**config.mk**
```make
export PLATFORM = sky130hd
export DESIGN_NAME = relay_output_channel_ctrl
export DESIGN_NICKNAME = d
export VERILOG_FILES = /design/src/relay_out_pkg.sv /design/src/status_led_ctrl.sv /design/src/relay_output_channel_ctrl.sv
export SDC_FILE = /design/constraint.sdc
export NUM_CORES = 1
export LEC_CHECK = 0
export BUFFER_PORTS_ARGS = -buffer_cell sky130_fd_sc_hd__clkbuf_2
export CAP_MARGIN = 10
export CORE_ASPECT_RATIO = 1.4
export CORE_MARGIN = 2
export CORE_UTILIZATION = 50
export DETAILED_ROUTE_END_ITERATION = 7
export PLACE_DENSITY = 0.68
export SYNTH_ARGS = -nofsm -noshare
export SYNTH_HDL_FRONTEND = slang
export SYNTH_HIERARCHICAL = 1
export SYNTH_SLANG_ARGS = --single-unit
```
**constraint.sdc**
```tcl
create_clock -name clk -period 3.35 [get_ports clk]
set_input_delay 0 -clock clk [delete_from_list [all_inputs] [get_ports clk]]
set_output_delay 0 -clock clk [all_outputs]
set_load 0.01 [all_outputs]
```
**src/relay_out_pkg.sv**
```systemverilog
// Shared constants and carriers for the relay output channel controller
package relay_out_pkg;
    localparam int          CLK_HZ         = 100_000_000;
    localparam int          CLK_PERIOD_NS  = 10;
    localparam int          RELAY_RESP_MS  = 20;
    localparam int          RELAY_SETTLE_CYC = RELAY_RESP_MS * (CLK_HZ / 1000);
    localparam int          WDOG_TIMEOUT_MS = 2000;
    localparam longint      WDOG_CYC       = longint'(WDOG_TIMEOUT_MS) * (CLK_HZ / 1000);
    localparam int          BLINK_HALF_MS  = 250;
    localparam int          BLINK_HALF_CYC = BLINK_HALF_MS * (CLK_HZ / 1000);
    localparam int          INV_BIT        = 1;
    localparam logic [7:0]  CFG_RESET      = 8'h00;
    localparam int          BYTES_4CH      = 1;
    localparam int          BYTES_8CH      = 2;

    typedef enum logic [1:0] {
        XFER_OUTPUT = 2'b00,
        XFER_CONFIG = 2'b01,
        XFER_VALID  = 2'b10
    } xfer_kind_e;

    typedef struct packed {
        logic [7:0] data;
        logic [2:0] index;
        xfer_kind_e kind;
        logic       last;
    } xfer_s;
endpackage : relay_out_pkg

```
**src/status_led_ctrl.sv**
```systemverilog
// Front status indicator driver: power/fuse green, link red with blink
module status_led_ctrl #(
    parameter int BLINK_CYC = relay_out_pkg::BLINK_HALF_CYC
) (
    input  wire logic clk,
    input  wire logic rstn,
    input  wire logic auxPowerOk,
    input  wire logic fuseOk,
    input  wire logic linkUp,
    output logic      greenLed,
    output logic      redLed
);
    typedef struct packed {
        logic [31:0] blinkCnt;
        logic        phase;
        logic        green;
        logic        red;
    } led_state_s;

    led_state_s st_r;
    led_state_s st_nxt;

    always_comb begin
        st_nxt = st_r;
        st_nxt.green = auxPowerOk && fuseOk;
        if (st_r.blinkCnt >= 32'(BLINK_CYC - 1)) begin
            st_nxt.blinkCnt = '0;
            st_nxt.phase    = ~st_r.phase;
        end else begin
            st_nxt.blinkCnt = st_r.blinkCnt + 32'd1;
        end
        // Steady lit while talking, blinking while the link is lost
        st_nxt.red = linkUp ? 1'b1 : st_r.phase;
    end

    always_ff @(posedge clk or negedge rstn) begin
        if (!rstn) begin
            st_r <= '0;
        end else begin
            st_r <= st_nxt;
        end
    end

    assign greenLed = st_r.green;
    assign redLed   = st_r.red;
endmodule : status_led_ctrl

```
**src/relay_output_channel_ctrl.sv**
```systemverilog
// Relay output channel controller: block data intake, config, watchdog, LEDs
// What this block does
// - Four or eight normally open relay channels
// - Contact reaches commanded state within 20 ms
// - Four-channel variant takes one output byte
// - Eight-channel variant takes two output bytes
// - Transfer sets relays or validates settings
// - Flag error on empty or wrong slot
// - Watchdog zeroes outputs after 2 s silence
// - Red indicator blinks while link is down
// - Green lit only with power and fuse
// - Hold outputs during hot reconfiguration unless the watchdog has expired
// - Configuration stored separately per channel
// - Config bit 1 is the inverter enable
// - Inverter selects positive or negative logic
module relay_output_channel_ctrl #(
    parameter int     NUM_CH    = 8,
    parameter longint WDOG_CYC  = relay_out_pkg::WDOG_CYC,
    parameter int     BLINK_CYC = relay_out_pkg::BLINK_HALF_CYC,
    parameter logic [7:0] EXPECTED_MODULE_ID = 8'h5a // Arbitrary value
) (
    input  wire logic                  clk,
    input  wire logic                  rstn,
    input  wire logic                  xferValid,
    input  wire relay_out_pkg::xfer_s  xfer,
    input  wire logic                  hotReconfigInRun,
    input  wire logic                  slotOccupied,
    input  wire logic [7:0]            slotModuleId,
    input  wire logic                  auxPowerOk,
    input  wire logic                  fuseOk,
    output logic [NUM_CH-1:0]          relayDrive,
    output logic [NUM_CH-1:0]          commandState,
    output logic [NUM_CH*8-1:0]        channelConfig,
    output logic                       configValid,
    output logic                       deviceError,
    output logic                       watchdogExpired,
    output logic                       greenLed,
    output logic                       redLed
);
    localparam int NBYTES = (NUM_CH > 4) ? relay_out_pkg::BYTES_8CH : relay_out_pkg::BYTES_4CH;

    // Pin vector order: hot reconfig, slot occupied, aux power, fuse, module id
    localparam int NPINS = 12;

    typedef struct packed {
        logic [NUM_CH-1:0]          cmd;
        logic [7:0]                 lowByte;
        logic [NUM_CH*8-1:0]        cfg;
        logic                       cfgValid;
        logic                       byteIdx;
        logic [NUM_CH-1:0]          drive;
        logic [63:0]                wdogCnt;
        logic                       expired;
        logic                       devErr;
        logic [2:0][NPINS-1:0]      pinSync;
        logic [NPINS-1:0]           pinVal;
    } core_state_s;

    core_state_s st_r;
    core_state_s st_nxt;

    // Inverter bit of one channel's configuration byte
    function automatic logic invOf(input logic [NUM_CH*8-1:0] cfg, input int ch);
        invOf = cfg[ch*8 + relay_out_pkg::INV_BIT];
    endfunction : invOf

    // Inverter bits of all channels as one mask
    function automatic logic [NUM_CH-1:0] invMask(input logic [NUM_CH*8-1:0] cfg);
        invMask = '0;
        for (int ch = 0; ch < NUM_CH; ch++) begin
            invMask[ch] = invOf(cfg, ch);
        end
    endfunction : invMask

    logic        hcirHeld;
    logic        occFilt;
    logic        pwrFilt;
    logic        fuseFilt;
    logic [7:0]  idFilt;
    logic [15:0] outWord;

    // Filtered pin levels; a bit moves only once two sync stages agree
    assign hcirHeld = st_r.pinVal[11];
    assign occFilt  = st_r.pinVal[10];
    assign pwrFilt  = st_r.pinVal[9];
    assign fuseFilt = st_r.pinVal[8];
    assign idFilt   = st_r.pinVal[7:0];

    always_comb begin
        st_nxt  = st_r;
        outWord = '0;
        // Pins arrive from outside the clock domain
        st_nxt.pinSync = {st_r.pinSync[1:0],
                          {hotReconfigInRun, slotOccupied, auxPowerOk, fuseOk, slotModuleId}};
        for (int b = 0; b < NPINS; b++) begin
            if (st_r.pinSync[2][b] == st_r.pinSync[1][b]) begin
                st_nxt.pinVal[b] = st_r.pinSync[2][b];
            end
        end
        // Module id bits are filtered one by one; a slot swap settles in a few cycles
        st_nxt.devErr = !occFilt || (idFilt != EXPECTED_MODULE_ID);

        if (st_r.expired) begin
            st_nxt.wdogCnt = st_r.wdogCnt;
        end else if (st_r.wdogCnt >= 64'(WDOG_CYC - 1)) begin
            st_nxt.expired = 1'b1;
        end else begin
            st_nxt.wdogCnt = st_r.wdogCnt + 64'd1;
        end

        if (xferValid) begin
            st_nxt.wdogCnt = '0;
            st_nxt.expired = 1'b0;
            case (xfer.kind)
                relay_out_pkg::XFER_OUTPUT: begin
                    // Bytes assemble in a shadow; applied only once the block is whole
                    if (NBYTES == 1 || xfer.last || st_r.byteIdx) begin
                        if (NBYTES == 1 || !st_r.byteIdx) begin
                            outWord = {8'h00, xfer.data};
                        end else begin
                            outWord = {xfer.data, st_r.lowByte};
                        end
                        st_nxt.cmd     = outWord[NUM_CH-1:0];
                        st_nxt.byteIdx = 1'b0;
                    end else begin
                        // First of two bytes is parked, relays untouched yet
                        st_nxt.lowByte = xfer.data;
                        st_nxt.byteIdx = 1'b1;
                    end
                end
                relay_out_pkg::XFER_CONFIG: begin
                    if (32'(xfer.index) < NUM_CH) begin
                        st_nxt.cfg[xfer.index*8 +: 8] = xfer.data;
                        st_nxt.cfgValid = 1'b0;
                    end
                end
                relay_out_pkg::XFER_VALID: begin
                    st_nxt.cfgValid = 1'b1;
                end
                default: begin
                    st_nxt.byteIdx = st_r.byteIdx;
                end
            endcase
        end

        // Drive registers the command xor the inverter mask; the relay settles in well under 20 ms
        if (st_r.expired) begin
            st_nxt.drive = '0;
        end else if (!hcirHeld) begin
            st_nxt.drive = st_r.cmd ^ invMask(st_r.cfg);
        end
    end

    always_ff @(posedge clk or negedge rstn) begin
        if (!rstn) begin
            st_r     <= '0;
        end else begin
            st_r <= st_nxt;
        end
    end

    status_led_ctrl #(
        .BLINK_CYC (BLINK_CYC)
    ) u_leds (
        .clk        (clk),
        .rstn       (rstn),
        .auxPowerOk (pwrFilt),
        .fuseOk     (fuseFilt),
        .linkUp     (!st_r.expired),
        .greenLed   (greenLed),
        .redLed     (redLed)
    );

    assign relayDrive      = st_r.drive;
    assign commandState    = st_r.cmd;
    assign channelConfig   = st_r.cfg;
    assign configValid     = st_r.cfgValid;
    assign deviceError     = st_r.devErr;
    assign watchdogExpired = st_r.expired;
endmodule : relay_output_channel_ctrl

```
Yosys cells after proc, flatten, opt, wreduce, memory -nomap -nowiden
Cells that the tools add are included. Widths: inputs -> output; s select.

Register bits: 239.

Add/sub/neg operators: 3. Magnitude comparators: 2. Equal/unequal tests: 18. Shifts and indexed selects: 2. Multiplexer cells: 13. Bitwise operators: 3. Reductions and logical operators: 12.

Operators by type and width (count): $mux 64 (2); $mux 65 (1); $add 64x1->64 const B (1); $bwmux 64 (1); $ge 64x28->1 const B (1); $shift 8x34->64 const A (1); $shiftx 8x34->64 (1); $neg 6->34 (1); $add 32x1->32 const B (1); $ge 32x25->1 const B (1); $mux 32 (1); $mux 8 (3); $eq 1x1->1 (12); $ne 8x7->1 const B (1); $reduce_and 2->1 (4); $xor 8x8->8 (1); $reduce_and 3->1 (2); $mux 1 (4); $ne 2x2->1 const B (2); $eq 2x1->1 const B (1); $eq 2x2->1 const B (1); $logic_not 2->1 (1); $logic_or 1x1->1 (2); $ne 2x1->1 const B (1); 5 further kinds (6).

Depth between registers and ports, before layout
Gate-level depths: netlist of the first run.

Depth after elaboration: 4. Mapped depth: 10.

By module
The synthesis of the first run kept the hierarchy.

By module, submodules not included: relay_output_channel_ctrl (instances 1, cells an instance 788, area each 8780.9 µm²); status_led_ctrl (instances 1, cells an instance 165, area each 1696.6 µm²).

Least setup slack after synthesis of the first run
Ideal clock, no wire load.

Kind: reg2reg. From: reg st_r[105] (netlist name). To: reg st_r[56] (netlist name). Library setup time: 0.125 ns. Data arrival time: 2.220 ns. Data required time: 3.225 ns. Slack: 1.005 ns. Stages on the path, launching flop included: 7. Buffers on the path: 1. Period minus slack after synthesis: 2.345 ns. Cell sequence: dfrtp_1 or4_4 a2111oi_4 nand3_2 buf_2 nor4b_1 mux2_2.

Longest elaborated chain between the ends: 3.

Ends and longest elaborated chain: start, declared (RTL line relay_output_channel_ctrl.sv:59) `core_state_s st_r;`; start signal, assigned (RTL line relay_output_channel_ctrl.sv:158) `st_r <= st_nxt;`; $ge 64x28->1 (RTL line relay_output_channel_ctrl.sv:105) `end else if (st_r.wdogCnt >= 64'(WDOG_CYC - 1)) begin`; $ne 2x2->1 (no line); $reduce_and 2->1 (no line).

Every way passes these cells. A chain may end at the register's enable or synchronous reset.

Worst setup path in the final report of the first run
From: reg st_r[105] (netlist name). To: reg st_r[70] (netlist name).

The elaborated chain is that of the path after synthesis.

==> impl_metrics.json, run 1 <==
{
  "fmax_mhz": 378.1,
  "pwr-share-clk": 0.434,
  "crit_path_start_kind": "register",
  "yosysSeqAreaShare": 0.5708,
  "cts_sinks": 239,
  "synth_edf_count": 0,
  "post-cts-setup-buffers": 0,
  "cts_tree": "yes",
  "postSynthCellCount": 953,
  "dp.cells": 1215,
  "setup_viol": 0,
  "drcViolationCount": 0,
  "worstPathCellList": "or4_4 > a2111oi_4 > nand3_2 > buf_4 > nor4_1 > mux2_2",
  "hp-class": "in2reg",
  "maxCapViolCount": 0,
  "port_buffers": 113,
  "dieArea_um2": 22150,
  "fin_nets": 1049,
  "p_total_mw": 7.050,
  "die_x_um": 126.3,
  "switchingPower_mw": 1.683,
  "diodes": 0,
  "slowest_delay_ns": 0.55,
  "async_reset_ff_frac": 1.000,
  "ys_seq_elements": 239,
  "avgSynthCellArea_um2": 10.99,
  "htreeDepth": 1,
  "grt_use_total": 0.1951,
  "min_from": "xfer[5]",
  "area_growth_pct": 13.72,
  "grt_max_degree": 121,
  "antenna_found_initial": 0,
  "status": "completed",
  "yosys_warnings": 6,
  "pwr-share-seq": 0.466,
  "avgRoutedWirePerCell_um": 16.65,
  "grt-ovfl-total": 0,
  "cts_buffers": 24,
  "fin_setup_tns_ns": 0,
  "place.detailed.hpwl_um": 14250,
  "drive_above_1_share": 0.2183,
  "grt_setup_unrepaired": "false",
  "arrival_ns": 3.03,
  "crit_family": "simple AND/OR/NAND/NOR gates",
  "critPathKind": "reg2reg",
  "synth_ff_type": "dfrtp_1",
  "worstHoldPathCells": 4,
  "tightest_slew_ns": 1.051,
  "worst_clock_skew_ns": 0.02367,
  "vias": 6956,
  "place_congestion": 0.7835,
  "root_buffer": "clkbuf_16",
  "postRouteAntennaNets": 0,
  "path_max_fanout": 31,
  "grt_pass1_vias": 7022,
  "switching_share": 0.2388,
  "grt_pass1_wl_um": 35750,
  "rrSetupSlack_ns": 0.71,
  "clkTransAtPathRegs_ns": 0.06,
  "layout_common_cells": "239 x dfrtp_1, 112 x clkbuf_2, 78 x nand2_1",
  "critPathCaptureType": "register",
  "p_per_area_nw_per_um2": 591.7,
  "slew_headroom": 0.2965,
  "critPathBufInv": 1,
  "cts_buffer_depth": 3,
  "syn-cell-area_um2": 10480,
  "slew_viol_final": 0,
  "fin_crit_ns": 2.645,
  "multi_input_area_um2": 3636,
  "cts_hold_buf": 25,
  "finalCritPeriodShare": 0.7894,
  "via_per_inst": 5.426,
  "clk_latency_ns": 0.52,
  "layout_commonest_cell": "dfrtp_1",
  "leakage_nw": 5.449,
  "hold_violations": 0,
  "combPwrFrac": 0.100,
  "start_util": 0.5097,
  "dr.pass1.iters": 4,
  "vdd_ir_drop_max_v": 0.0004208,
  "rows": 62,
  "seq_area_um2": 5981,
  "reg2reg_to": "st_r[70]",
  "fillers": 1713,
  "ys_types": 56,
  "drt_wl_total_um": 21340,
  "hold-path-endpoint": "channelConfig[1]",
  "worstReg2RegStart": "st_r[105]",
  "ff2ff_path_depth": 6,
  "layoutNonFillerInstCount": 1282,
  "intPower_mw": 5.367,
  "post_cts_resize_count": 0,
  "cp.required_ns": 3.74,
  "ioPinCount": 114,
  "critPathSlowestCell": "or4_4",
  "design.core.area_um2": 20560,
  "first_iter_violations": 439,
  "die_y_um": 175.3
}
## synthesized netlist by cell type (2+ instances only)
| library cell | n | area share |
|---|---|---|
| ha_1 | 10 | 0.012 |
| nand3_1 | 52 | 0.025 |
| nor4b_1 | 2 | 0.0017 |
| mux2_2 | 39 | 0.042 |
| inv_1 | 27 | 0.0097 |
| nor3b_1 | 7 | 0.0050 |
| o31ai_1 | 20 | 0.014 |
| xor2_1 | 7 | 0.0059 |
| maj3_1 | 12 | 0.011 |
| or4_1 | 20 | 0.014 |
| or3_1 | 12 | 0.0072 |
| a211oi_1 | 8 | 0.0057 |
| nand4_1 | 13 | 0.0078 |
| or4b_1 | 2 | 0.0019 |
| buf_2 | 5 | 0.0024 |
| and4_1 | 8 | 0.0067 |
| and3_1 | 14 | 0.0084 |
| or2_2 | 2 | 0.0012 |
| o41ai_1 | 2 | 0.0017 |
| a21oi_1 | 31 | 0.015 |
| xnor2_1 | 15 | 0.013 |
| nor4_1 | 16 | 0.0096 |
| nor2b_1 | 45 | 0.027 |
| buf_4 | 80 | 0.057 |
| buf_1 | 2 | 0.00072 |
| clkbuf_1 | 41 | 0.015 |
| a211oi_2 | 2 | 0.0024 |
| nor3_1 | 25 | 0.012 |
| nor2_1 | 35 | 0.013 |
| o21ai_0 | 50 | 0.024 |
| dfrtp_1 | 239 | 0.57 |
| nand2_1 | 78 | 0.028 |
| o211ai_1 | 2 | 0.0014 |
| mux2i_1 | 8 | 0.0076 |
## registers in the layout, summed over array words and instances, names as in the netlist
register         count
st_nxt              24
pwrFilt              1
hcirHeld             1
occFilt              1
u_leds/st_r         33
st_r                85
u_leds/redLed        1
commandState         8
watchdogExpired      1
configValid          1
fuseFilt             1
u_leds/greenLed      1
relayDrive           8
deviceError          1
idFilt               8
channelConfig       64
## layout make-up
type,count,share of cell area
sequential,239,0.5019
multi-input combinational,564,0.3052
timing repair buffer,154,0.08044
clock buffer,30,0.05565
tap,256,0.02688
clock inverter,12,0.02142
inverter,27,0.008506
## through the flow
step / hold slack (ns) / utilization / setup WS (ns) / cell area (µm²)
after floorplan: -0.2956 / - / 1.005 / 10500
after CTS: 0.03938 / 0.5796 / 0.6963 / 11920
after detailed placement: 0.1096 / 0.5228 / 0.7078 / 10750
after global routing: 0.07661 / 0.5796 / 0.4961 / 11920
after global placement: 0.1078 / 0.5228 / 0.7669 / 10750
final: 0.06472 / 0.5796 / 0.7055 / 11920
## per-layer routing
layer	GRT usage	part of all wire
met5	0	0
met1	0.2603	0.44
met3	0.03076	0.044
met2	0.3284	0.49
met4	0.06136	0.024
## power groups by stage
stage | registers [mW] | logic [mW] | clock network [mW]
after detailed placement | 3.34 | 0.687 | 0
after floorplan | 3.27 | 0.593 | 0
final | 3.28 | 0.703 | 3.06
after global placement | 3.33 | 0.678 | 0
after global routing | 3.32 | 0.792 | 3.24
after CTS | 3.29 | 0.714 | 3.13
## worst max-delay path by stage
stage,cells after the start,to,slack (ns),startpoint
floorplan,6,st_r[56],1.00,st_r[105]
global placement,6,st_r[70],0.77,st_r[105]
detailed placement,6,st_r[70],0.71,st_r[105]
CTS,6,st_r[70],0.70,st_r[105]
global route,6,st_r[70],0.50,st_r[105]
finish,6,st_r[70],0.71,st_r[105]
## worst reg2reg max path: stages (launching register included)
cell	delay, ns
dfrtp_1	0.37
or4_4	0.55
a2111oi_4	0.40
nand3_2	0.25
buf_4	0.29
nor4_1	0.32
mux2_2	0.36
## logic make-up after synthesis
group,after synthesis,share of synthesized area
AND/OR/NAND/NOR,342,0.1777
flip-flops,239,0.5708
buffers and inverters,156,0.08526
AO/OA/AOI/OAI,124,0.07452
multiplexers,47,0.04956
adder cells (fa/ha/maj),22,0.02341
XOR/XNOR,22,0.01839
other,1,0.0003579
(Power assumes the default switching activity.)
==> run 2, diff against run 1 <==
==> constraint.sdc (replaced) <==
create_clock -name clk -period 2.7 [get_ports clk]
set_input_delay 0 -clock clk [delete_from_list [all_inputs] [get_ports clk]]
set_output_delay 0 -clock clk [all_outputs]
set_load 0.01 [all_outputs]
==> run 2 against run 1 <==
Routed wire length grew 0.65%. Sequential cell count is the same. Clock skew shrank 0.0054 ns. Global-route usage grew 0.23 points. Largest cell class unchanged. Highest routed layer unchanged.
==> impl_metrics.json, run 2 (same netlist as run 1, synthesis figures left out) <==
{
  "status": "completed",
  "busiest_layer": "met2",
  "grt-ovfl-total": 0,
  "drive_above_1_share": 0.2251,
  "tightest_slew_ns": 1.057,
  "grt_use_met1": 0.2601,
  "worst_clock_skew_ns": 0.01822,
  "arrival_ns": 2.93,
  "ioPinCount": 114,
  "fin_crit_ns": 2.529,
  "largest_reg_flops": 85,
  "avgRoutedWirePerCell_um": 16.64,
  "vias": 6971,
  "drt_wl_total_um": 21480,
  "slew_headroom": 0.2924,
  "dieArea_um2": 22150,
  "dr.pass1.iters": 6,
  "hp-class": "in2reg",
  "cp.required_ns": 3.10,
  "clkTransAtPathRegs_ns": 0.06,
  "clk_latency_ns": 0.52,
  "fin_nets": 1057,
  "htreeDepth": 1,
  "fin_setup_tns_ns": 0,
  "post-place-ws_ns": 0.1621,
  "grtUsageMet3": 0.03229,
  "finalCritPeriodShare": 0.9366,
  "antenna_found_initial": 0,
  "cts_hold_buf": 25,
  "critPathKind": "reg2reg",
  "maxCapViolCount": 0,
  "setup_viol": 0,
  "layout_common_cells": "239 x dfrtp_1, 112 x clkbuf_2, 78 x nand2_1",
  "cts_tree": "yes",
  "drcViolationCount": 0,
  "met2_usage": 0.3373,
  "dpl_cell_area_um2": 10830,
  "fillers": 1732,
  "postRouteAntennaNets": 0,
  "critPathCaptureType": "register",
  "slew_viol_final": 0,
  "post-cts-setup-buffers": 0,
  "leakage_nw": 5.451,
  "die_y_um": 175.3,
  "layout_commonest_cell": "dfrtp_1",
  "grt_max_degree": 95,
  "start_util": 0.5097,
  "fmax_mhz": 395.4,
  "rrSetupSlack_ns": 0.17,
  "cts_buffer_depth": 3,
  "multi_input_area_um2": 3636,
  "seq_area_um2": 5981,
  "root_buffer": "clkbuf_16",
  "fin_area_um2": 11900,
  "vdd_ir_drop_max_v": 0.0005120,
  "die_x_um": 126.3,
  "cts_buffers": 24,
  "hold_violations": 0,
  "cts_sinks": 239,
  "place.detailed.hpwl_um": 14340,
  "crit_path_start_kind": "register",
  "design.core.area_um2": 20560,
  "p_per_area_nw_per_um2": 703.8,
  "place_congestion": 0.8007,
  "first_iter_violations": 404,
  "post_cts_resize_count": 0,
  "top_register": "st_r",
  "grt_pass1_wl_um": 35920,
  "grt_pass1_vias": 7071,
  "grt_setup_unrepaired": "false",
  "area_growth_pct": 13.61,
  "rows": 62,
  "hold_slack_ns": 0.04553,
  "path_max_fanout": 14,
  "port_buffers": 113,
  "diodes": 0,
  "setup_ws_ns": 0.1712,
  "grt_use_total": 0.1973,
  "via_per_inst": 5.400
}
## run 2: power breakdown
part / leakage [nW] / internal (mW) / switching [mW] / total (mW)
registers: 3.11 / 3.87 / 0.202 / 4.07
logic: 1.94 / 0.379 / 0.509 / 0.888
clock network: 0.400 / 2.03 / 1.39 / 3.42
## run 2: path summary, 6_finish.rpt
path | startpoint | to | cells after the start
min in group asynchronous | rstn | channelConfig[4] | 2
max in group asynchronous | rstn | st_r[41] | 3
setup reg to reg | st_r[105] | st_r[70] | 6
setup / recovery | st_r[105] | st_r[70] | 6
hold / removal | xfer[5] | channelConfig[1] | 4
hold reg to reg | st_nxt[26] | st_nxt[38] | 0
## run 2: stage by stage
stage | util | power (mW) | cells
finish | 0.5791 | 8.378 | 1291
global route | 0.5791 | 8.740 | 1291
CTS | 0.5791 | 8.488 | 1291
detailed placement | 0.5269 | 5.013 | 1223
global placement | 0.5269 | 4.986 | 1223
floorplan | - | 4.796 | 959
## run 2: final cells by class
type	count	area share
flip-flops and latches	239	0.5024
multi-input cells	564	0.3054
well taps	256	0.02691
clock inverters	13	0.01335
clock buffers	30	0.05571
inverters	27	0.008514
repair buffers	162	0.08766
## run 2: worst max-delay path, cell delays in order, from the launching register on
cell and delay [ns]:
dfrtp_1 0.38, or4_4 0.54, a2111oi_4 0.40, nand3_2 0.18
buf_4 0.21, nor4_1 0.34, mux2_2 0.37
## run 2: per-layer routing
layer,part of all wire,wire (µm)
met3,0.040,854
met1,0.43,9289
met2,0.51,10880
met5,0,0
met4,0.021,454
==> run 3, diff against run 2 <==
--- a/config.mk
+++ b/config.mk
@@ -9,9 +9,9 @@
 export CAP_MARGIN = 10
 export CORE_ASPECT_RATIO = 1.4
 export CORE_MARGIN = 2
-export CORE_UTILIZATION = 50
+export CORE_UTILIZATION = 59
 export DETAILED_ROUTE_END_ITERATION = 7
-export PLACE_DENSITY = 0.68
+export PLACE_DENSITY = 0.78
 export SYNTH_ARGS = -nofsm -noshare
 export SYNTH_HDL_FRONTEND = slang
 export SYNTH_HIERARCHICAL = 1
==> run 3 against run 2 <==
Critical path depth is the same. Hold slack improved by 0.018 ns. Design area decreased by 0.98%. Cell count decreased by 2.1%. Clock skew shrank 0.0080 ns. Clock-buffer cell count is 2 higher. Non-clock buffer count decreased by 4. Worst setup slack better by 0.037 ns. Critical endpoint is now st_r[53].
==> impl_metrics.json, run 3 (same netlist as run 1, synthesis figures left out) <==
{
  "status": "completed",
  "drt_wl_total_um": 20870,
  "die_y_um": 161.7,
  "worstPathCellList": "or4_4 > a2111oi_4 > nand3_4 > buf_4 > or4_1 > a21oi_1",
  "via_per_inst": 5.593,
  "crit_family": "simple AND/OR/NAND/NOR gates",
  "drive_above_1_share": 0.2198,
  "root_buffer": "clkbuf_16",
  "cp.required_ns": 3.11,
  "path_max_fanout": 12,
  "layout_common_cells": "239 x dfrtp_1, 112 x clkbuf_2, 78 x nand2_1",
  "rows": 57,
  "layout_commonest_cell": "dfrtp_1",
  "cts_buffers": 23,
  "setup_viol": 0,
  "fmax_mhz": 401.2,
  "final_util": 0.6774,
  "crit_path_start_kind": "register",
  "leakage_nw": 5.401,
  "tightest_slew_ns": 1.052,
  "grt_use_total": 0.2283,
  "rrSetupSlack_ns": 0.21,
  "slew_headroom": 0.2958,
  "design.core.area_um2": 17400,
  "cts_sinks": 239,
  "avgRoutedWirePerCell_um": 16.51,
  "p_per_area_nw_per_um2": 690.8,
  "vias": 7069,
  "fin_setup_tns_ns": 0,
  "critPathSlowestCell": "or4_4",
  "largest_reg_flops": 85,
  "clk_latency_ns": 0.50,
  "dr.pass1.iters": 5,
  "finalCritPeriodShare": 0.9231,
  "fin_crit_ns": 2.492,
  "slowest_delay_ns": 0.54,
  "place_congestion": 0.8380,
  "cts_buffer_depth": 3,
  "place.detailed.hpwl_um": 13900,
  "arrival_ns": 2.90,
  "drcViolationCount": 0,
  "area_growth_pct": 12.50,
  "critPathCaptureType": "register",
  "diodes": 0,
  "die_x_um": 116.6,
  "grt_max_degree": 86,
  "hp-class": "in2reg",
  "clkTransAtPathRegs_ns": 0.06,
  "postRouteAntennaNets": 0,
  "grt_pass1_vias": 6887,
  "top_register": "st_r",
  "dieArea_um2": 18860,
  "grt-ovfl-total": 0,
  "htreeDepth": 1,
  "grt_setup_unrepaired": "false",
  "hold_violations": 0,
  "critPathBufInv": 1,
  "ioPinCount": 114,
  "grt_pass1_wl_um": 34760,
  "slew_viol_final": 0,
  "first_iter_violations": 558,
  "start_util": 0.6021,
  "fin_nets": 1052,
  "critPathKind": "reg2reg",
  "vdd_ir_drop_max_v": 0.0005932,
  "maxCapViolCount": 0,
  "antenna_found_initial": 0,
  "worst_clock_skew_ns": 0.01025,
  "port_buffers": 113,
  "cts_tree": "yes"
}
==> run 3: worst register-to-register path, stage by stage (launching register included) <==
cell       delay [ns]
dfrtp_1          0.37
or4_4            0.54
a2111oi_4        0.43
nand3_4          0.19
buf_4            0.22
or4_1            0.50
a21oi_1          0.16
==> run 3: per-stage QoR <==
step | instance area, µm² | power [mW] | hold WS (ns) | std cells | worst slack (ns)
3_3_place_gp | 10790 | 4.961 | 0.03974 | 1201 | 0.2040
6_report | 11790 | 8.143 | 0.06379 | 1264 | 0.2078
5_1_grt | 11790 | 8.495 | 0.08628 | 1264 | 0.06430
3_5_place_dp | 10790 | 4.992 | 0.04147 | 1201 | 0.1373
4_1_cts | 11780 | 8.220 | 0.06441 | 1264 | 0.1361
2_1_floorplan | 10500 | 4.796 | -0.2956 | 959 | 0.3549
==> run 3: final timing paths <==
check,endpoint,depth (start not counted),startpoint
setup / recovery,st_r[53],6,st_r[105]
hold / removal,st_r[122],4,xfer[0]
setup reg to reg,st_r[53],6,st_r[105]
hold reg to reg,st_nxt[41],0,st_nxt[29]
max in group asynchronous,channelConfig[57],3,rstn
min in group asynchronous,idFilt[1],2,rstn
==> run 3: final cells by class <==
| type | count | area (µm²) |
|---|---|---|
| repair buffers | 158 | 1008 |
| well taps | 236 | 295.3 |
| fillers | 1354 | 5614 |
| multi-input cells | 564 | 3643 |
| inverters | 27 | 101.3 |
| clock buffers | 32 | 659.4 |
| clock inverters | 8 | 98.84 |
| flip-flops and latches | 239 | 5981 |
==> run 3: report_power, final <==
part,total (mW),internal (mW),leakage [nW],switching [mW]
Combinational,0.872,0.375,1.92,0.496
Sequential,4.08,3.87,3.11,0.211
Clock,3.19,1.90,0.369,1.30
Total,8.14,6.14,5.40,2.00
==> run 3: repair_timing <==
item                                   4_1_cts  5_1_grt
gates resized for setup                      0        1
endpoints found under the hold margin      162        0
setup endpoints to repair                    0        1
hold buffers                                23        0
buffers inserted                             0        0
==> run 3: layer usage <==
layer / part of all wire / vias up / GRT usage
li1: - / 3372 / -
met1: 0.43 / 3498 / 0.3084
met2: 0.50 / 171 / 0.3848
met3: 0.047 / 28 / 0.03545
met4: 0.020 / 0 / 0.06524
met5: 0 / - / 0
